File: src/hw/pmc_regs.vh
// pmc_regs.vh: register offsets, field positions, reset values and timing counts
// assumes a 125 MHz pclk and a 32-bit apb register bus
`ifndef PMC_REGS_VH
`define PMC_REGS_VH

// register byte offsets
`define PMC_ACT_TMPL_ADDR 12'h000
`define PMC_ALT_TMPL_ADDR 12'h004
`define PMC_MODE_REQ_ADDR 12'h008
`define PMC_STATUS_ADDR 12'h00c
`define PMC_WAKE_EN_ADDR 12'h010
`define PMC_WAKE_SRC_ADDR 12'h014
`define PMC_BOOST_ADDR 12'h018
`define PMC_TW_PERIOD_ADDR 12'h01c

// mode request codes
`define PMC_MODE_ACTIVE 2'h0
`define PMC_MODE_ALT 2'h1
`define PMC_MODE_SLEEP 2'h2
`define PMC_MODE_HIB 2'h3

// template field: bit 0 is the processor, bit 1 is the flash
`define PMC_TMPL_CPU_BIT 0
`define PMC_TMPL_RESET 16'hffff
`define PMC_ALT_RESET 16'hfffc

// wake source bit positions
`define PMC_WK_PERIPH 0
`define PMC_WK_SUPERV 1
`define PMC_WK_TIMEWHEEL 2
`define PMC_WK_PIN 3
`define PMC_WK_EXT_RST 4
`define PMC_WK_WDOG 5
`define PMC_WK_LV_RST 6
`define PMC_WAKE_EN_RESET 7'h7f

// boost register fields
`define PMC_BOOST_VSEL_LSB 0
`define PMC_BOOST_VSEL_MSB 5
`define PMC_BOOST_STBY_BIT 8
`define PMC_BOOST_VSEL_MAX 6'h20
`define PMC_BOOST_RESET 32'h0000000f
`define PMC_BOOST_VSEL_RESET 6'h0f

// timing: sleep resume 15 us, hibernate resume under 100 us
`define PMC_CLK_MHZ 125
`define PMC_SLEEP_RESUME_US 15
`define PMC_HIB_RESUME_US 99
`define PMC_SLEEP_RESUME_CYC (`PMC_SLEEP_RESUME_US * `PMC_CLK_MHZ)
`define PMC_HIB_RESUME_CYC (`PMC_HIB_RESUME_US * `PMC_CLK_MHZ)
`define PMC_TW_PERIOD_RESET 32'h0001e848

`endif

File: src/hw/pmc_power_mode_controller.v
// pmc_power_mode_controller: global power-mode controller with apb registers
// assumes wake inputs and apb signals synchronous to pclk
//
// What this block does
// - in active mode each resource follows its active template bit, writable anytime
// - disabled resource has clock gated and analog bias turned off
// - processor may disable itself; re-enabled at the next wakeup event
// - any wakeup outside hibernate returns to active and enables processor regardless of template
// - after reset the global mode is active
// - alternate active uses its own reduced template
// - leaving sleep waits 15 us resume before entering active
// - hibernate keeps configuration and sram retention asserted
// - hibernate holds gpio outputs and pin interrupt settings
// - hibernate exits only by pin interrupt, resume under 100 us
// - wakeups come from enabled interrupts or resets, all restore active outside hibernate
// - accepts peripheral, supervisor, timewheel and pin wake interrupts
// - central timewheel raises periodic wake interrupts
// - external reset pin, watchdog and precise low-voltage reset wake the chip
// - boost output selectable 1.8 V to 5.0 V in 100 mV steps
// - boost has exactly two modes, active and standby
// - boost forced active whenever chip is active or alternate active
// - sleep with boost standby wakes periodically for boost refresh
// - separate per-subsystem template registers for active and alternate active
// - entering sleep disables all resources regardless of templates
//
// Decided for this implementation: the register addresses and register access over APB.
`timescale 1ns/100ps
`include "pmc_regs.vh"

module pmc_power_mode_controller #(
  parameter NRES = 16,
  parameter SLEEP_RESUME_CYC = `PMC_SLEEP_RESUME_CYC,
  parameter HIB_RESUME_CYC = `PMC_HIB_RESUME_CYC
) (
  // clock, reset, enable
  input wire pclk,
  input wire presetn,
  input wire clk_en,
  // apb slave
  input wire psel,
  input wire penable,
  input wire pwrite,
  input wire [11:0] paddr,
  input wire [31:0] pwdata,
  output reg [31:0] prdata,
  output reg pready,
  output reg pslverr,
  // wake interrupt sources
  input wire periph_wake_irq,
  input wire supervisor_wake_irq,
  input wire pin_wake_irq,
  // reset-type wake sources
  input wire external_reset_pin,
  input wire watchdog_reset_source,
  input wire precise_low_voltage_reset,
  // resource controls
  output reg [NRES-1:0] clk_gate_en,
  output reg [NRES-1:0] bias_en,
  // retention and pin hold
  output reg sram_retain,
  output reg gpio_hold,
  // boost converter
  output reg [5:0] boost_vsel,
  output reg boost_active,
  // mode and timewheel
  output reg [1:0] global_mode,
  output reg central_timewheel
);

  localparam ST_ACTIVE = 3'h0;
  localparam ST_ALT = 3'h1;
  localparam ST_SHUT = 3'h2;
  localparam ST_SLEEP = 3'h3;
  localparam ST_HIB = 3'h4;
  localparam ST_RESUME = 3'h5;

  reg [2:0] state;
  reg [1:0] target;
  reg [17:0] cnt;
  reg [NRES-1:0] act_tmpl;
  reg [NRES-1:0] alt_tmpl;
  reg cpu_off;
  reg [6:0] wake_en;
  reg [6:0] wake_src;
  reg [5:0] vsel;
  reg boost_stby;
  reg [31:0] tw_period;
  reg [31:0] tw_cnt;
  reg tw_pulse;
  reg req_pend;
  reg [1:0] req_mode;
  reg [NRES-1:0] next_gate;
  reg [NRES-1:0] next_bias;
  reg [31:0] next_rdata;
  reg next_err;

  wire apb_wr = psel & penable & pwrite & pready;
  wire apb_rd = psel & ~penable & ~pwrite;

  ////////////////////////////////////////////////////////////////////////////
  // per-register write strobes
  wire wr_act = apb_wr && (paddr == `PMC_ACT_TMPL_ADDR);
  wire wr_alt = apb_wr && (paddr == `PMC_ALT_TMPL_ADDR);
  wire wr_mode = apb_wr && (paddr == `PMC_MODE_REQ_ADDR);
  wire wr_wake_en = apb_wr && (paddr == `PMC_WAKE_EN_ADDR);
  wire wr_wake_src = apb_wr && (paddr == `PMC_WAKE_SRC_ADDR);
  wire wr_boost = apb_wr && (paddr == `PMC_BOOST_ADDR);
  wire wr_tw = apb_wr && (paddr == `PMC_TW_PERIOD_ADDR);

  ////////////////////////////////////////////////////////////////////////////
  // wake source vector
  wire [6:0] wake_raw;
  assign wake_raw[`PMC_WK_PERIPH] = periph_wake_irq;
  assign wake_raw[`PMC_WK_SUPERV] = supervisor_wake_irq;
  assign wake_raw[`PMC_WK_TIMEWHEEL] = tw_pulse;
  assign wake_raw[`PMC_WK_PIN] = pin_wake_irq;
  assign wake_raw[`PMC_WK_EXT_RST] = external_reset_pin;
  assign wake_raw[`PMC_WK_WDOG] = watchdog_reset_source;
  assign wake_raw[`PMC_WK_LV_RST] = precise_low_voltage_reset;
  wire [6:0] wake_hit = wake_raw & wake_en;
  wire any_wake = |wake_hit;
  wire [5:0] wr_vsel = pwdata[`PMC_BOOST_VSEL_MSB:`PMC_BOOST_VSEL_LSB];
  wire [NRES-1:0] cpu_mask = {{(NRES-1){1'b0}}, 1'b1} << `PMC_TMPL_CPU_BIT;

  ////////////////////////////////////////////////////////////////////////////
  // apb slave: zero wait state on reads, one cycle pready on writes
  always @(posedge pclk or negedge presetn) begin
    if (!presetn) begin
      pready <= 1'b0;
      prdata <= 32'h0;
      pslverr <= 1'b0;
    end else if (clk_en) begin
      pready <= psel & ~penable;
      if (apb_rd) begin
        prdata <= next_rdata;
      end
      if (psel & ~penable) begin
        pslverr <= next_err;
      end
    end
  end

  always @* begin
    next_rdata = 32'h0;
    next_err = 1'b0;
    if (paddr == `PMC_ACT_TMPL_ADDR) begin
      next_rdata[NRES-1:0] = act_tmpl;
    end else if (paddr == `PMC_ALT_TMPL_ADDR) begin
      next_rdata[NRES-1:0] = alt_tmpl;
    end else if (paddr == `PMC_MODE_REQ_ADDR) begin
      next_rdata[1:0] = req_mode;
    end else if (paddr == `PMC_STATUS_ADDR) begin
      next_rdata = {24'h0, cpu_off, boost_active, state, 1'b0, global_mode};
    end else if (paddr == `PMC_WAKE_EN_ADDR) begin
      next_rdata[6:0] = wake_en;
    end else if (paddr == `PMC_WAKE_SRC_ADDR) begin
      next_rdata[6:0] = wake_src;
    end else if (paddr == `PMC_BOOST_ADDR) begin
      next_rdata = {23'h0, boost_stby, 2'h0, vsel};
    end else if (paddr == `PMC_TW_PERIOD_ADDR) begin
      next_rdata = tw_period;
    end else begin
      next_err = 1'b1;
    end
  end

  ////////////////////////////////////////////////////////////////////////////
  // configuration registers
  always @(posedge pclk or negedge presetn) begin
    if (!presetn) begin
      act_tmpl <= `PMC_TMPL_RESET;
      alt_tmpl <= `PMC_ALT_RESET;
      wake_en <= `PMC_WAKE_EN_RESET;
      vsel <= `PMC_BOOST_VSEL_RESET;
      boost_stby <= 1'b0;
      tw_period <= `PMC_TW_PERIOD_RESET;
      req_pend <= 1'b0;
      req_mode <= `PMC_MODE_ACTIVE;
    end else if (clk_en) begin
      if (wr_act) begin
        act_tmpl <= pwdata[NRES-1:0];
      end
      if (wr_alt) begin
        alt_tmpl <= pwdata[NRES-1:0];
      end
      if (wr_wake_en) begin
        wake_en <= pwdata[6:0];
      end
      // clamp to 1.8..5.0 V code range
      if (wr_boost) begin
        vsel <= (wr_vsel > `PMC_BOOST_VSEL_MAX) ? `PMC_BOOST_VSEL_MAX : wr_vsel;
        boost_stby <= pwdata[`PMC_BOOST_STBY_BIT];
      end
      if (wr_tw) begin
        tw_period <= pwdata;
      end
      if (wr_mode) begin
        req_mode <= pwdata[1:0];
        req_pend <= 1'b1;
      end else if (state != ST_ACTIVE && state != ST_ALT) begin
        req_pend <= 1'b0;
      end else if (req_pend) begin
        req_pend <= 1'b0;
      end
    end
  end

  ////////////////////////////////////////////////////////////////////////////
  // central timewheel periodic wake pulse
  always @(posedge pclk or negedge presetn) begin
    if (!presetn) begin
      tw_cnt <= 32'h0;
      tw_pulse <= 1'b0;
      central_timewheel <= 1'b0;
    end else if (clk_en) begin
      tw_pulse <= 1'b0;
      if (state == ST_HIB) begin
        tw_cnt <= 32'h0;
      end else if ((tw_cnt + 32'h1) >= tw_period) begin
        tw_cnt <= 32'h0;
        tw_pulse <= 1'b1;
      end else begin
        tw_cnt <= tw_cnt + 32'h1;
      end
      central_timewheel <= tw_pulse;
    end
  end

  ////////////////////////////////////////////////////////////////////////////
  // mode sequencer
  always @(posedge pclk or negedge presetn) begin
    if (!presetn) begin
      state <= ST_ACTIVE;
      target <= `PMC_MODE_ACTIVE;
      cnt <= 18'h0;
      cpu_off <= 1'b0;
      wake_src <= 7'h0;
      global_mode <= `PMC_MODE_ACTIVE;
    end else if (clk_en) begin
      // hardware set wins over software clear
      if (wr_wake_src) begin
        wake_src <= (wake_src & ~pwdata[6:0]) | wake_hit;
      end else begin
        wake_src <= wake_src | wake_hit;
      end
      if (wr_act) begin
        cpu_off <= ~pwdata[`PMC_TMPL_CPU_BIT];
      end
      case (state)
        ST_ACTIVE, ST_ALT: begin
          // wakeup forces active and processor on
          if (any_wake) begin
            state <= ST_ACTIVE;
            global_mode <= `PMC_MODE_ACTIVE;
            cpu_off <= 1'b0;
          end else if (req_pend) begin
            if (req_mode == `PMC_MODE_ACTIVE) begin
              state <= ST_ACTIVE;
              global_mode <= `PMC_MODE_ACTIVE;
            end else if (req_mode == `PMC_MODE_ALT) begin
              state <= ST_ALT;
              global_mode <= `PMC_MODE_ALT;
            end else begin
              state <= ST_SHUT;
              target <= req_mode;
            end
          end
        end
        ST_SHUT: begin
          state <= (target == `PMC_MODE_HIB) ? ST_HIB : ST_SLEEP;
          global_mode <= target;
        end
        ST_SLEEP: begin
          // interrupt or reset wakes from sleep
          if (any_wake) begin
            state <= ST_RESUME;
            cnt <= SLEEP_RESUME_CYC[17:0] - 18'h1;
          end
        end
        ST_HIB: begin
          if (pin_wake_irq) begin
            state <= ST_RESUME;
            cnt <= HIB_RESUME_CYC[17:0] - 18'h1;
          end
        end
        ST_RESUME: begin
          if (cnt == 18'h0) begin
            state <= ST_ACTIVE;
            global_mode <= `PMC_MODE_ACTIVE;
            cpu_off <= 1'b0;
          end else begin
            cnt <= cnt - 18'h1;
          end
        end
        default: begin
          state <= ST_ACTIVE;
        end
      endcase
    end
  end

  ////////////////////////////////////////////////////////////////////////////
  // resource enables per bit
  genvar gi;
  generate
    for (gi = 0; gi < NRES; gi = gi + 1) begin : g_res
      always @* begin
        if (state == ST_ACTIVE) begin
          next_gate[gi] = cpu_mask[gi] ? ~cpu_off : act_tmpl[gi];
        end else if (state == ST_ALT) begin
          next_gate[gi] = alt_tmpl[gi];
        end else begin
          next_gate[gi] = 1'b0;
        end
        next_bias[gi] = next_gate[gi];
      end
    end
  endgenerate

  always @(posedge pclk or negedge presetn) begin
    if (!presetn) begin
      clk_gate_en <= `PMC_TMPL_RESET;
      bias_en <= `PMC_TMPL_RESET;
      sram_retain <= 1'b0;
      gpio_hold <= 1'b0;
      boost_vsel <= `PMC_BOOST_VSEL_RESET;
      boost_active <= 1'b1;
    end else if (clk_en) begin
      clk_gate_en <= next_gate;
      bias_en <= next_bias;
      sram_retain <= (state == ST_HIB);
      gpio_hold <= (state == ST_HIB);
      boost_vsel <= vsel;
      // boost active in active modes; active in hibernate
      // standby only while sleeping, refreshed on timewheel
      boost_active <= ~(state == ST_SLEEP && boost_stby && !tw_pulse);
    end
  end

endmodule // pmc_power_mode_controller

File: config.mk
export PLATFORM = sky130hd
export DESIGN_NAME = pmc_power_mode_controller
export DESIGN_NICKNAME = d
export VERILOG_FILES = /design/src/hw/pmc_power_mode_controller.v
export VERILOG_INCLUDE_DIRS = /design/src /design/src/hw
export SDC_FILE = /design/constraint.sdc
export NUM_CORES = 1
export LEC_CHECK = 0
export BUFFER_PORTS_ARGS = -buffer_cell sky130_fd_sc_hd__buf_2
export CAP_MARGIN = 30
export CORE_MARGIN = 5
export CORE_UTILIZATION = 50
export CTS_CLUSTER_DIAMETER = 60
export DETAILED_ROUTE_END_ITERATION = 8
export GPL_TIMING_DRIVEN = 0
export PLACE_DENSITY = 0.7
export RECOVER_POWER = 25
export SYNTH_ARGS = -nofsm -noshare
export SYNTH_HDL_FRONTEND = slang
export SYNTH_SLANG_ARGS = --single-unit
File: constraint.sdc
create_clock -name pclk -period 4.4 [get_ports pclk]
set_clock_uncertainty 0.2 [all_clocks]
set_input_delay 0.44 -clock pclk [delete_from_list [all_inputs] [get_ports pclk]]
set_output_delay 0.44 -clock pclk [all_outputs]
set_load 0.005 [all_outputs]
### Yosys cells after proc, flatten, opt, wreduce, memory -nomap -nowiden

Index checks and enable logic that the tools add are counted.

* bits in registers: 206
* bits of input ports: 56
* output and inout port bits: 78
* logic and storage cells: 179

* add/sub/neg operators: 2
* magnitude comparators: 2
* equal/unequal tests: 20
* multiplexer cells: 83
* bitwise logic cells: 18
* reduce and logical (&&, ||, !) cells: 30

Operators with widths (number)
* 2-to-1 mux 32 bit: 5
* 2-to-1 mux 16 bit: 4
* 2-to-1 mux 18 bit: 3
* case mux 18 bit (3 select lines): 1
* 2-to-1 mux 25 bit: 2
* equality test 12 x 5 -> 1 bit, second input constant: 4
* 2-to-1 mux 1 bit: 46
* adder 32 x 1 -> 32 bit, second input constant: 1
* >= comparator 32 bit: 1
* 2-to-1 mux 30 bit: 1
* equality test 12 x 4 -> 1 bit, second input constant: 2
* 2-to-1 mux 7 bit: 3
* logical NOT 18 bit: 1
* 2-to-1 mux 3 bit: 6
* subtractor 18 x 1 -> 18 bit, second input constant: 1
* 2-to-1 mux 2 bit: 8
* AND reduction 2 bit: 8
* case mux 3 bit (5 select lines): 1
* AND reduction 5 bit: 3
* bitwise AND 7 bit: 2
* bitwise OR 7 bit: 2
* equality test 12 x 3 -> 1 bit, second input constant: 1
* logical NOT 12 bit: 1
* logical AND 1 bit: 9
* other kinds (22): 39

### Logic depth before layout (Yosys ltp)

Gate-level depths: netlist of run 1.

* depth in word-level cells: 9
* mapped depth: 17
* mapped depth without buffers: 15

### Least setup slack after synthesis of run 1

Ideal clock, no wire load.

* kind: reg2reg
* start: register tw_cnt[3]
* end: register tw_cnt[18]
* setup time: 0.078 ns
* arrival time: 3.434 ns
* required time: 4.122 ns
* path slack: 0.688 ns
* stages on the path, launching flop included: 18
* path buffers: 3
* period minus slack after synthesis: 3.712 ns
* cell sequence: dfrtp_1 buf_2 and4_1 nand3_1 nor2_1 and3_1 and3_1 xnor2_1 ha_1 nand4_1 nor2_1 a21o_1 a2111oi_2 o22a_1 nand3_1 clkbuf_1 clkbuf_1 o2bb2ai_1

* word-level cells in the longest chain between the ends: 4

Ends and longest elaborated chain
* start, declared: RTL line pmc_power_mode_controller.v:88 `reg [31:0] tw_cnt;`
* start signal, assigned: RTL line pmc_power_mode_controller.v:223 `tw_cnt <= tw_cnt + 32'h1;`
* adder 32 x 1 -> 32 bit *: RTL line pmc_power_mode_controller.v:219, pmc_power_mode_controller.v:223
* >= comparator 32 bit: RTL line pmc_power_mode_controller.v:219 `end else if ((tw_cnt + 32'h1) >= tw_period) begin`
* 2-to-1 mux 32 bit *: RTL line pmc_power_mode_controller.v:219
* 2-to-1 mux 32 bit *: RTL line pmc_power_mode_controller.v:217 `if (state == ST_HIB) begin`

Mark *: on every way between the ends. The rest lies on a longest branch, timed or not.
A chain may end at the register's enable or synchronous reset.

### Worst setup path in the final report of run 1

* start: register tw_cnt[0]
* end: register tw_cnt[31]

Same word-level chain as after synthesis.

==> reports/metrics.sh, run 1 <==
CRIT_PATH_END='tw_cnt[31]$_DFFE_PN0P_'
OUTCOME='complete, but fails checks'
RESIDUAL_ANTENNA_VIOLATING_NET_COUNT_AFTER_DETAILED_ROUTING=0
POWER.DENSITY_CELL_AREA_mW_PER_MM2=391
CRIT_PATH_START='tw_cnt[0]$_DFFE_PN0P_'
MAX_SLEW_MARGIN_PCT=-82.9
RR_WORST_DEPTH=15
CLK_PIN_SLEW_WORST_PATHS_PS=60
SYNTH_TOP_FAMILY_BY_AREA='compound AO/OA/AOI/OAI gates'
GRT_PASS1_WL_UM=48700
FIRST_PASS_ITERATION_COUNT_OF_THE_DETAILED_ROUTER=5
HOLD_PATH.CLASS='in2reg'
FLOORPLAN.ROWS=53
DIEWIDTH_UM=156
SYNTH.NET_COUNT=1144
SYN-MEAN-INSTANCE-AREA_UM2=10.2
FINALSETUPVIOLCOUNT=0
CRITPATHCAPTURETYPE='flop'
TRITONCTS='yes'
NUMPORTBUFFERS=133
SYNTHMUXAREASHARE_PCT=7.85
LARGEST_FANOUT_ON_THE_CRITICAL_PATH=10
FMAX_MHz=243
SETUP_SLACK_AT_PLACEMENT_PS=-304
FILLER_FREE_CELL_COUNT_OF_THE_FINISHED_DESIGN=1545
FINAL_HOLD_VIOL_COUNT=0
SYNTH-SEQ-AREA-SHARE_PCT=48.9
CTS.HTREE.LEVELS=1
POST_SYNTH_INST_COUNT=1054
GLOBALROUTE.TOTALOVERFLOW=0
CTS_MAX_PATH_BUFFERS=3
DRT-TOTAL-WL_UM=30000
FF2FF_SETUP_SLACK_PS=290
FAILED_CHECKS='capacitance limit, slew limit'
WORSTSETUPSTARTPOINTTYPE='flop'
SYNTH-WARNING-COUNT=0
GRTUSAGETOTAL_PCT=24.7
DESIGN.DIE.AREA_MM2=0.0245
ANTENNA_CELLS_INSERTED=0
PEAK_VDD_IR_uV=257
FINAL.FILL_COUNT=1808
DIE_HEIGHT_UM=156
DRIVE_ABOVE_1_SHARE_PCT=29.1
WORST-ENDPOINT-ARRIVAL_PS=4300
POSTLAYOUTSETUPSLACKWORST_PS=286
IO_PINS=134
TIMING.FINAL.CRIT_SHARE_PCT=93.5
POST_SYNTH_INSTANCE_AREA_MM2=0.0107
FINALWORSTPATHREQUIREDPERIOD_PS=4110
SYNTH_ASYNC_SR_FLOP_SHARE_PCT=100
DRT_ITER0_MARKERS=801
SYNTH.LIB_CELLS_USED.DISTINCT=73
SYNTH_COMPOUND_AREA_SHARE_PCT=18.2
SYNTH_AREA_LEADERS='dfrtp_1 32%, dfstp_2 17%, mux2_2 5.9%'
PIN_COUNT_OF_THE_BIGGEST_NET_ENTERING_GLOBAL_ROUTING=81
AREA_GROWTH_FROM_SYNTHESIS_TO_LAYOUT_PCT=21.6
TIMING.SETUP.CRITICAL_PATH_CLASS='reg2reg'
CLOCK_SINK_COUNT=206
CRITPATHREQUIREDTIME_PS=4580
RSZ0062_AT_GRT='false'
R2R-END='tw_cnt[31]$_DFFE_PN0P_'
MAXCAPVIOLATIONS=1
NNETSFINAL=1340
CELL_LEAKAGE_POWER_nW=6.08
PLACE_INST=1464
REMAINING_DRCS=0
POSTSYNTHREGISTERBITS=206
MAX_SLEW.WORST_PIN.SLEW_PS=2740
SYNTHFLOPTYPE='dfrtp_1'
SYNTH_SIMPLE_GATE_AREA_SHARE_PCT=13.4
CLOCK_INSERTION_DELAY_WORST_SKEW_PS=520
VIAS_PER_CELL=5.84
ANTENNA_FOUND_INITIAL=2
GRT_PASS1_VIAS=8934
VIAS=9023
GP_CONGESTION=0.930
SYNTH-ADDER-AREA-SHARE_PCT=3.97
START_UTIL_PCT=50.8
WL_PER_CELL_UM=19.4
SYNTH_XOR_XNOR_AREA_SHARE_PCT=2.45
SLEW_LIMIT_FAILS=60
CLOCK-ROOT-BUFFER='clkbuf_16'
DP_HPWL_UM=21500
R2R_START='tw_cnt[0]$_DFFE_PN0P_'
SYNTH_TOP_AREA_CELL='dfrtp_1'
SYNTH_EDF_COUNT=0
FP.COREAREA_MM2=0.0211
NUMBER_OF_CTS_INSERTED_BUFFERS=26
POST-SYNTH-TOP-AREA-FRACTION_PCT=32.0
[Yosys cell counts (4+ instances only)]
| cell type | n |
|---|---|
| a221oi_1 | 12 |
| xnor2_1 | 19 |
| buf_2 | 18 |
| a22o_1 | 18 |
| a21o_1 | 8 |
| inv_1 | 48 |
| o2bb2ai_1 | 40 |
| clkbuf_1 | 31 |
| a22oi_1 | 10 |
| xor2_1 | 11 |
| nand4_1 | 17 |
| nand2b_1 | 13 |
| nand2_1 | 123 |
| dfstp_2 | 69 |
| nor3_1 | 13 |
| dfrtp_1 | 137 |
| a211oi_1 | 4 |
| or4_1 | 4 |
| buf_1 | 5 |
| and3_1 | 12 |
| ha_1 | 34 |
| a32o_1 | 12 |
| o21ai_0 | 107 |
| a21oi_1 | 36 |
| a31oi_1 | 8 |
| mux2_2 | 56 |
| mux2i_1 | 20 |
| buf_4 | 18 |
| nor4_1 | 7 |
| and2_1 | 8 |
| nor2_1 | 55 |
| nand3_1 | 19 |
[logic make-up after synthesis]
family          Yosys count
compound gates          286
xor+xnor                 30
fa+ha+maj                34
buf+inv                 123
flops                   206
mux                      77
simple gates            298
[per-layer routing]
metal | track usage [%] | vias to the layer above | wire length [µm]
li1 | - | 4190 | -
met1 | 36.3 | 4412 | 13400
met2 | 37.6 | 361 | 13300
met5 | 0 | - | 21
met3 | 4.87 | 56 | 2490
met4 | 6.53 | 4 | 757
[metrics by stage]
step | instance area, µm² | setup TNS [ps] | util [%] | hold WS (ps) | power [mW]
floorplan | 10700 | 0 | - | -55.6 | 2.68
global placement | 11700 | -112960 | 55.6 | 259 | 2.97
detailed placement | 11800 | -6450 | 55.9 | 199 | 3.00
CTS | 13000 | 0 | 61.5 | 1.32 | 5.12
global route | 13000 | 0 | 61.8 | 12.4 | 5.33
finish | 13000 | 0 | 61.8 | 14.0 | 5.10
[sequential cells by signal, summed over array words and instances (netlist names), 2 cells and up]
| name | flops |
|---|---|
| bias_en | 16 |
| req_mode | 2 |
| wake_en | 7 |
| cnt | 18 |
| global_mode | 2 |
| act_tmpl | 16 |
| tw_period | 32 |
| prdata | 32 |
| alt_tmpl | 16 |
| target | 2 |
| tw_cnt | 32 |
| boost_vsel | 6 |
| wake_src | 7 |
| state | 3 |
| vsel | 6 |
[power by group]
group | total (mW) | internal, mW | switching (mW)
clock | 2.09 | 1.27 | 0.820
combinational | 0.893 | 0.346 | 0.547
sequential | 2.12 | 2.01 | 0.110
[worst max-delay path, cell delays in order, from the launching register on]
cell and delay, ps:
dfrtp_1 420, ha_1 320, nand2_1 190, nor4_4 410, and3_1 330, and3_1 240
xor2_1 90, ha_1 290, nand4_1 100, nor2_1 240, nand3_1 160, o22a_1 240
nand3_1 80, clkbuf_2 250, clkbuf_2 300, o2bb2ai_1 120
[how the worst min path moves through the flow]
stage | start | to | cells after the start | slack, ps
6_report | pwdata[9] | act_tmpl[9]$_DFFE_PN1P_ | 2 | 10
5_1_grt | pwdata[9] | act_tmpl[9]$_DFFE_PN1P_ | 2 | 10
4_1_cts | pwdata[9] | act_tmpl[9]$_DFFE_PN1P_ | 2 | 1
3_5_place_dp | presetn | tw_period[27]$_DFFE_PN0P_ | 1 | 200
3_3_place_gp | prdata[13]$_DFFE_PN0P_ | prdata[13]$_DFFE_PN0P_ | 2 | 260
2_1_floorplan | presetn | alt_tmpl[0]$_DFFE_PN0P_ | 0 | -60
[cell type report]
type                            count  area [µm²]  share of cell area [%]
Timing Repair Buffer              168        1050                    8.05
Inverter                           49         184                    1.41
Buffer                             74         380                    2.92
Clock buffer                       37         763                    5.86
Sequential cell                   206        5240                    40.2
Tap cell                          275         344                    2.64
Multi-Input combinational cell    725        4980                    38.2
Clock inverter                     11        90.1                   0.691
[placed cells by master (no fill, tap or decap), drive strengths merged, types with 20 or more instances in the layout]
| cell type | instances |
|---|---|
| a21oi | 37 |
| buf | 181 |
| clkbuf | 68 |
| dfrtp | 137 |
| dfstp | 69 |
| dlygate4sd3 | 29 |
| ha | 34 |
| inv | 50 |
| mux2 | 57 |
| mux2i | 20 |
| nand2 | 123 |
| nor2 | 57 |
| o21ai | 108 |
| o2bb2ai | 40 |
[what timing repair did]
item / CTS / global route
endpoints found under the hold margin: 79 / 0
endpoints found under the setup margin: 29 / 32
pin swaps: 0 / 4
gates resized for setup: 7 / 9
setup buffers: 0 / 4
hold buffers: 29 / 0
No activity file was read; power rests on OpenSTA's default activity.
==> run 2, diff against run 1 <==
--- a/config.mk
+++ b/config.mk
@@ -13,7 +13,7 @@
 export CTS_CLUSTER_DIAMETER = 60
 export DETAILED_ROUTE_END_ITERATION = 8
 export GPL_TIMING_DRIVEN = 0
-export PLACE_DENSITY = 0.7
+export PLACE_DENSITY = 0.73
 export RECOVER_POWER = 25
 export SYNTH_ARGS = -nofsm -noshare
 export SYNTH_HDL_FRONTEND = slang
==> constraint.sdc (replaced) <==
create_clock -name pclk -period 3.6 [get_ports pclk]
set_clock_uncertainty 0.2 [all_clocks]
set_input_delay 0.36 -clock pclk [delete_from_list [all_inputs] [get_ports pclk]]
set_output_delay 0.36 -clock pclk [all_outputs]
set_load 0.005 [all_outputs]
==> run 2 against run 1 <==
Net effect:
- the flow finishes with violations (capacitance limit, slew limit, setup timing)
- final cell count increased by 2.1%
- utilization grew 3.9 points
- non-clock buffer count up 34
- critical path depth decreased by 1
- fmax is 5.6% higher
- wire length increased by 9.9%
- combinational power is 43% higher
- flip-flop and latch count unchanged
- worst hold slack better by 120 ps
- largest cell class is now multi-input combinational cells
==> reports/metrics.sh, run 2 (synthesis results as in run 1) <==
OUTCOME='complete, but fails checks'
FAILED_CHECKS='capacitance limit, slew limit, setup timing'
POWER.NET_SWITCHING_mW=1.94
DIEWIDTH_UM=156
CTS.HTREE.LEVELS=1
FP.COREAREA_MM2=0.0211
FMAX_MHz=257
PLACE_AREA_MM2=0.0118
NUMBER_OF_CTS_INSERTED_BUFFERS=25
FINALSETUPVIOLCOUNT=32
MAX_SLEW_MARGIN_PCT=-42.8
POWER_FRAC_SEQ_PCT=39.7
DRT-TOTAL-WL_UM=33000
MAX_SLEW.WORST_PIN.SLEW_PS=2140
TRITONCTS='yes'
TOP_SIGNAL_LAYER_USED='met5'
START_UTIL_PCT=50.8
DETAIL_ROUTE.WIRELENGTH.MET1_UM=13900
DESIGN.DIE.AREA_MM2=0.0245
DIE_HEIGHT_UM=156
ANTENNA_FOUND_INITIAL=1
CLK_PIN_SLEW_WORST_PATHS_PS=70
LAYOUT_TOP_REGISTERS='prdata: 32 flops, tw_cnt: 32 flops, tw_period: 32 flops'
CRIT_PATH_START='tw_cnt[3]$_DFFE_PN0P_'
TIMING.SETUP.CRITICAL_PATH_CLASS='reg2reg'
LARGEST_FANOUT_ON_THE_CRITICAL_PATH=3
CLOCK_INSERTION_DELAY_WORST_SKEW_PS=520
FILLER_FREE_CELL_COUNT_OF_THE_FINISHED_DESIGN=1577
SWITCHING_SHARE_PCT=29.5
GLOBALROUTE.TOTALOVERFLOW=0
SLEW_LIMIT_FAILS=84
FIRST_PASS_ITERATION_COUNT_OF_THE_DETAILED_ROUTER=5
NNETSFINAL=1373
VIAS=9506
GRT_PASS1_WL_UM=50000
TIMING.FINAL.CRIT_SHARE_PCT=108
PEAK_VDD_IR_uV=448
INTPOWER_mW=4.63
WL_PER_CELL_UM=20.9
LAYOUT_COMMONEST_CELL='buf_2'
FLOORPLAN.ROWS=53
DRIVE_ABOVE_1_SHARE_PCT=33.9
FINAL_HOLD_VIOL_COUNT=0
GP_CONGESTION=0.969
RR_WORST_DEPTH=14
TIMING.HOLD.WORST.START='pwrite'
SHARE_OF_TOTAL_POWER_IN_THE_CLOCK_NETWORK_PCT=40.8
FIN_AREA_MM2=0.0139
WORST_HOLD_SLACK_PS=133
POWER.DENSITY_CELL_AREA_mW_PER_MM2=474
CRITPATHREQUIREDTIME_PS=3840
MOST-COMMON-LAYOUT-CELLS='135 x buf_2, 128 x dfrtp_1, 122 x nand2_1'
R2R-END='tw_cnt[3]$_DFFE_PN0P_'
RESIDUAL_ANTENNA_VIOLATING_NET_COUNT_AFTER_DETAILED_ROUTING=0
DETAILROUTE.WIRELENGTH.MET3_UM=2670
DP_HPWL_UM=21400
CRITPATHCAPTURETYPE='flop'
VIAS_PER_CELL=6.03
R2R_START='tw_cnt[3]$_DFFE_PN0P_'
REMAINING_DRCS=0
COMBPWRFRAC_PCT=19.5
CELL_LEAKAGE_POWER_nW=6.34
AREA_GROWTH_FROM_SYNTHESIS_TO_LAYOUT_PCT=29.3
HOLD_PATH_CELLS=4
MAXCAPVIOLATIONS=1
CTS_MAX_PATH_BUFFERS=3
HOLD_PATH.CLASS='in2reg'
FINALWORSTPATHREQUIREDPERIOD_PS=3900
CLOCK_SINK_COUNT=206
FF2FF_SETUP_SLACK_PS=-300
WL_MET2_UM=15300
IO_PINS=134
NUMPORTBUFFERS=133
MIN_TO='prdata[0]$_DFFE_PN0P_'
GRT_PASS1_VIAS=9353
PIN_COUNT_OF_THE_BIGGEST_NET_ENTERING_GLOBAL_ROUTING=124
DRT_ITER0_MARKERS=895
CLOCK-ROOT-BUFFER='clkbuf_16'
WORSTSETUPSTARTPOINTTYPE='flop'
RSZ0062_AT_GRT='true'
GRTUSAGETOTAL_PCT=25.3
POSTLAYOUTSETUPSLACKWORST_PS=-297
WORST-ENDPOINT-ARRIVAL_PS=4130
PLACE_INST=1463
## run 2: per-stage QoR
stage | setup TNS [ps] | total power [mW] | utilization [%] | setup slack, ps
2_1_floorplan | 0 | 3.28 | - | 5.67
3_3_place_gp | -238920 | 3.63 | 55.7 | -1480
3_5_place_dp | -26100 | 3.67 | 55.9 | -1010
4_1_cts | -102 | 6.46 | 63.8 | -34.2
5_1_grt | -10020 | 6.80 | 65.7 | -408
6_report | -6200 | 6.57 | 65.7 | -297
## run 2: final cells by class
class / count / area, µm²
plain buffers: 71 / 423
fillers: 1579 / 7230
repair buffers: 205 / 1360
diodes: 1 / 2.50
flip-flops and latches: 206 / 5250
clock buffers: 31 / 688
inverters: 49 / 184
multi-input cells: 725 / 5420
well taps: 275 / 344
clock inverters: 14 / 185
## run 2: critical path, stage by stage, from the launching register on
cell	delay [ps]
dfrtp_1	390
and4_4	260
nand3_4	120
buf_6	150
nor4_4	300
buf_4	190
nand4_1	160
xnor2_2	200
ha_1	300
and4_4	200
a221oi_4	310
o22a_1	260
nand3_2	130
or4_4	560
o221ai_2	80
## run 2: power groups by stage
stage,Clock [mW],Sequential [mW],Combinational (mW)
after floorplan,0,2.59,0.694
after global placement,0,2.61,1.02
after detailed placement,0,2.62,1.05
after CTS,2.69,2.59,1.17
after global routing,2.80,2.62,1.39
final,2.68,2.61,1.28
## run 2: worst max path at each step
stage,end,slack [ps]
after detailed placement,tw_cnt[10]$_DFFE_PN0P_,-1010
after CTS,tw_cnt[3]$_DFFE_PN0P_,-30
after floorplan,tw_cnt[10]$_DFFE_PN0P_,6
final,tw_cnt[3]$_DFFE_PN0P_,-300
after global placement,cnt[16]$_DFFE_PN0P_,-1480
after global routing,tw_cnt[3]$_DFFE_PN0P_,-410
## run 2: timing repair
action | 4_1_cts | 5_1_grt
endpoints found under the hold margin | 118 | 0
gates resized for setup | 62 | 50
pin swaps | 19 | 32
hold buffers | 40 | 0
endpoints found under the setup margin | 33 | 33
buffers inserted | 8 | 21
cloned | 1 | 2
## run 2: metal layers
metal  global-route usage (%)  up-vias
li1                         -     4273
met1                     36.0     4704
met2                     39.7      441
met3                     4.12       86
met4                     8.93        2
met5                        0        -
==> run 3, diff against run 2 <==
--- a/config.mk
+++ b/config.mk
@@ -15,6 +15,7 @@
 export GPL_TIMING_DRIVEN = 0
 export PLACE_DENSITY = 0.73
 export RECOVER_POWER = 25
+export REMOVE_ABC_BUFFERS = 1
 export SYNTH_ARGS = -nofsm -noshare
 export SYNTH_HDL_FRONTEND = slang
 export SYNTH_SLANG_ARGS = --single-unit
==> run 3 against run 2 <==
Net effect:
- the run still ends with capacitance limit, slew limit, setup timing left
- sequential power rose by 3%
- combinational power shrank 21%
- clock-buffer cell count rose by 6
- setup slack improved by 210 ps
- wire length down 13%
- final cell count decreased by 4.6%
- sequential share of layout area increased by 1.9 points
- critical endpoint unchanged
==> reports/metrics.sh, run 3 (synthesis results as in run 1) <==
OUTCOME='complete, but fails checks'
FAILED_CHECKS='capacitance limit, slew limit, setup timing'
DIE_HEIGHT_UM=156
START_UTIL_PCT=50.8
POSTLAYOUTSETUPSLACKWORST_PS=-84.5
AREA_GROWTH_FROM_SYNTHESIS_TO_LAYOUT_PCT=23.1
REMAINING_DRCS=0
DRIVE_ABOVE_1_SHARE_PCT=29.5
FIN_AREA_MM2=0.0132
R2R-END='tw_cnt[3]$_DFFE_PN0P_'
LAYOUT_COMMONEST_CELL='dfrtp_1'
MOST-COMMON-LAYOUT-CELLS='131 x dfrtp_1, 121 x nand2_1, 119 x buf_2'
FP.COREAREA_MM2=0.0211
FINAL_CORE_UTILIZATION_PCT=62.6
FINALSETUPVIOLCOUNT=1
FINALWORSTPATHREQUIREDPERIOD_PS=3680
CLK_PIN_SLEW_WORST_PATHS_PS=60
DP_HPWL_UM=18600
FF2FF_SETUP_SLACK_PS=-80
LAYOUT_TOP_REGISTERS='prdata: 32 flops, tw_cnt: 32 flops, tw_period: 32 flops'
ANTENNA_CELLS_INSERTED=0
CRITPATHCAPTURETYPE='flop'
CP.BUFFERS_INVERTERS=1
WORST_HOLD_SLACK_PS=32.2
PLACE_AREA_MM2=0.0115
VIAS=8929
NUMBER_OF_CTS_INSERTED_BUFFERS=24
TIMING.CRITICAL_PATH.SLOWEST_STAGE_CELL='a2111oi_4'
CLOCK_SINK_COUNT=206
CRITICAL_PATH.MAX_STAGE_DELAY_PS=420
ANTENNA_FOUND_INITIAL=0
MAX_SLEW.WORST_PIN.SLEW_PS=2290
DRT_ITER0_MARKERS=624
HOLD_PATH.CLASS='in2reg'
IO_PINS=134
GRT_PASS1_WL_UM=46600
CTS.HTREE.LEVELS=1
CRITPATHREQUIREDTIME_PS=3820
GRTUSAGETOTAL_PCT=23.2
FMAX_MHz=271
CLOCK_INSERTION_DELAY_WORST_SKEW_PS=510
PIN_COUNT_OF_THE_BIGGEST_NET_ENTERING_GLOBAL_ROUTING=118
RSZ0062_AT_GRT='true'
TRITONCTS='yes'
RR_WORST_DEPTH=15
PEAK_VDD_IR_uV=319
FINAL_HOLD_VIOL_COUNT=0
POWER.DENSITY_CELL_AREA_mW_PER_MM2=476
DESIGN.DIE.AREA_MM2=0.0245
RESIDUAL_ANTENNA_VIOLATING_NET_COUNT_AFTER_DETAILED_ROUTING=0
GP_CONGESTION=0.862
TIMING.FINAL.CRIT_SHARE_PCT=102
PLACE_INST=1395
VIAS_PER_CELL=5.94
WORSTSETUPSTARTPOINTTYPE='flop'
LARGEST_FANOUT_ON_THE_CRITICAL_PATH=5
DESIGN_POWER_TOTAL_mW=6.28
WORST-ENDPOINT-ARRIVAL_PS=3900
MAXCAPVIOLATIONS=1
TIMING.CRITICAL_PATH.MAX_DELAY_FAMILY='simple AND/OR/NAND/NOR gates'
TIMING.SETUP.CRITICAL_PATH_CLASS='reg2reg'
CLOCK-ROOT-BUFFER='clkbuf_16'
WORSTSETUPPATHDEPTH=15
FLOORPLAN.ROWS=53
WL_PER_CELL_UM=19.1
GLOBALROUTE.TOTALOVERFLOW=0
R2R_START='tw_cnt[6]$_DFFE_PN0P_'
HOLD_PATH_CELLS=3
MIN_TO='tw_period[5]$_DFFE_PN0P_'
NUMPORTBUFFERS=133
NNETSFINAL=1301
FIRST_PASS_ITERATION_COUNT_OF_THE_DETAILED_ROUTER=7
MAX_SLEW_MARGIN_PCT=-52.9
FILLER_FREE_CELL_COUNT_OF_THE_FINISHED_DESIGN=1504
DRT-TOTAL-WL_UM=28700
TIMING.HOLD.WORST.START='pwdata[5]'
SLEW_LIMIT_FAILS=90
CELL_LEAKAGE_POWER_nW=5.98
GRT_PASS1_VIAS=8976
DIEWIDTH_UM=156
CRIT_PATH_CELL_TRACE='and4_4, nand3_4, nor2_4, and3_4, and3_4, xnor2_2, ha_1, a211oi_2, nor2_1, a2111oi_4, o22a_1, nand3_4, buf_12, or4_4, o221ai_2'
CTS_MAX_PATH_BUFFERS=3
run 3: cell types whose count changed in the layout (fill, tap and decap cells not counted), moves of 4 or more:
cell,delta
clkbuf_1,-20
buf_4,-19
o2bb2ai_1,+19
buf_2,-16
o2bb2ai_2,-11
o2bb2ai_4,-8
buf_1,-5
buf_6,-5
clkinv_2,-4
run 3: cell type report:
type,instances,area (µm²)
inverter,49,185
multi-input combinational,725,5150
clock buffer,37,701
tap,275,344
sequential,206,5250
timing repair buffer,205,1420
fill,1714,7900
clock inverter,7,141
run 3: what timing repair did:
action                                  CTS  global route
hold buffers                             41             0
buffers inserted                         17             6
pin swaps                                18             8
gates resized for setup                  43            11
endpoints found under the setup margin   33            43
gates cloned                              0             0
endpoints found under the hold margin   137             0
run 3: report_power, final:
group | internal (mW) | switching (mW)
logic | 0.440 | 0.566
clock network | 1.63 | 0.949
registers | 2.45 | 0.245
total | 4.52 | 1.76
run 3: worst register-to-register path, delay by kind of cell, from the launching register on:
| family | cells | cell delay, ps |
|---|---|---|
| AND/OR/NAND/NOR | 8 | 1530 |
| flip-flops | 1 | 370 |
| buffers and inverters | 1 | 150 |
| AO/OA/AOI/OAI | 4 | 930 |
| adder cells (fa/ha/maj) | 1 | 340 |
| XOR/XNOR | 1 | 70 |
run 3: worst max-delay path by stage:
| stage | to | slack (ps) | from |
|---|---|---|---|
| final | tw_cnt[3]$_DFFE_PN0P_ | -80 | tw_cnt[6]$_DFFE_PN0P_ |
| after global routing | tw_cnt[3]$_DFFE_PN0P_ | -220 | tw_cnt[6]$_DFFE_PN0P_ |
| after CTS | tw_cnt[3]$_DFFE_PN0P_ | -40 | tw_cnt[6]$_DFFE_PN0P_ |
| after detailed placement | tw_cnt[3]$_DFFE_PN0P_ | -1310 | tw_cnt[3]$_DFFE_PN0P_ |
| after global placement | tw_cnt[3]$_DFFE_PN0P_ | -1750 | tw_cnt[3]$_DFFE_PN0P_ |
| after floorplan | tw_cnt[3]$_DFFE_PN0P_ | -660 | tw_cnt[3]$_DFFE_PN0P_ |
run 3: layer usage:
metal	vias to the layer above	track usage, %	part of all wire, %
met5	-	0	0
met1	4436	32.1	43
li1	4117	-	-
met4	0	6.61	1.7
met3	42	3.15	6.9
met2	334	38.5	49
run 3: through the flow:
step	setup TNS [ps]	worst slack, ps
after CTS	-47.3	-41.3
after global routing	-1380	-217
after floorplan	-9170	-659
after global placement	-330030	-1750
final	-84.5	-84.5
after detailed placement	-34970	-1310
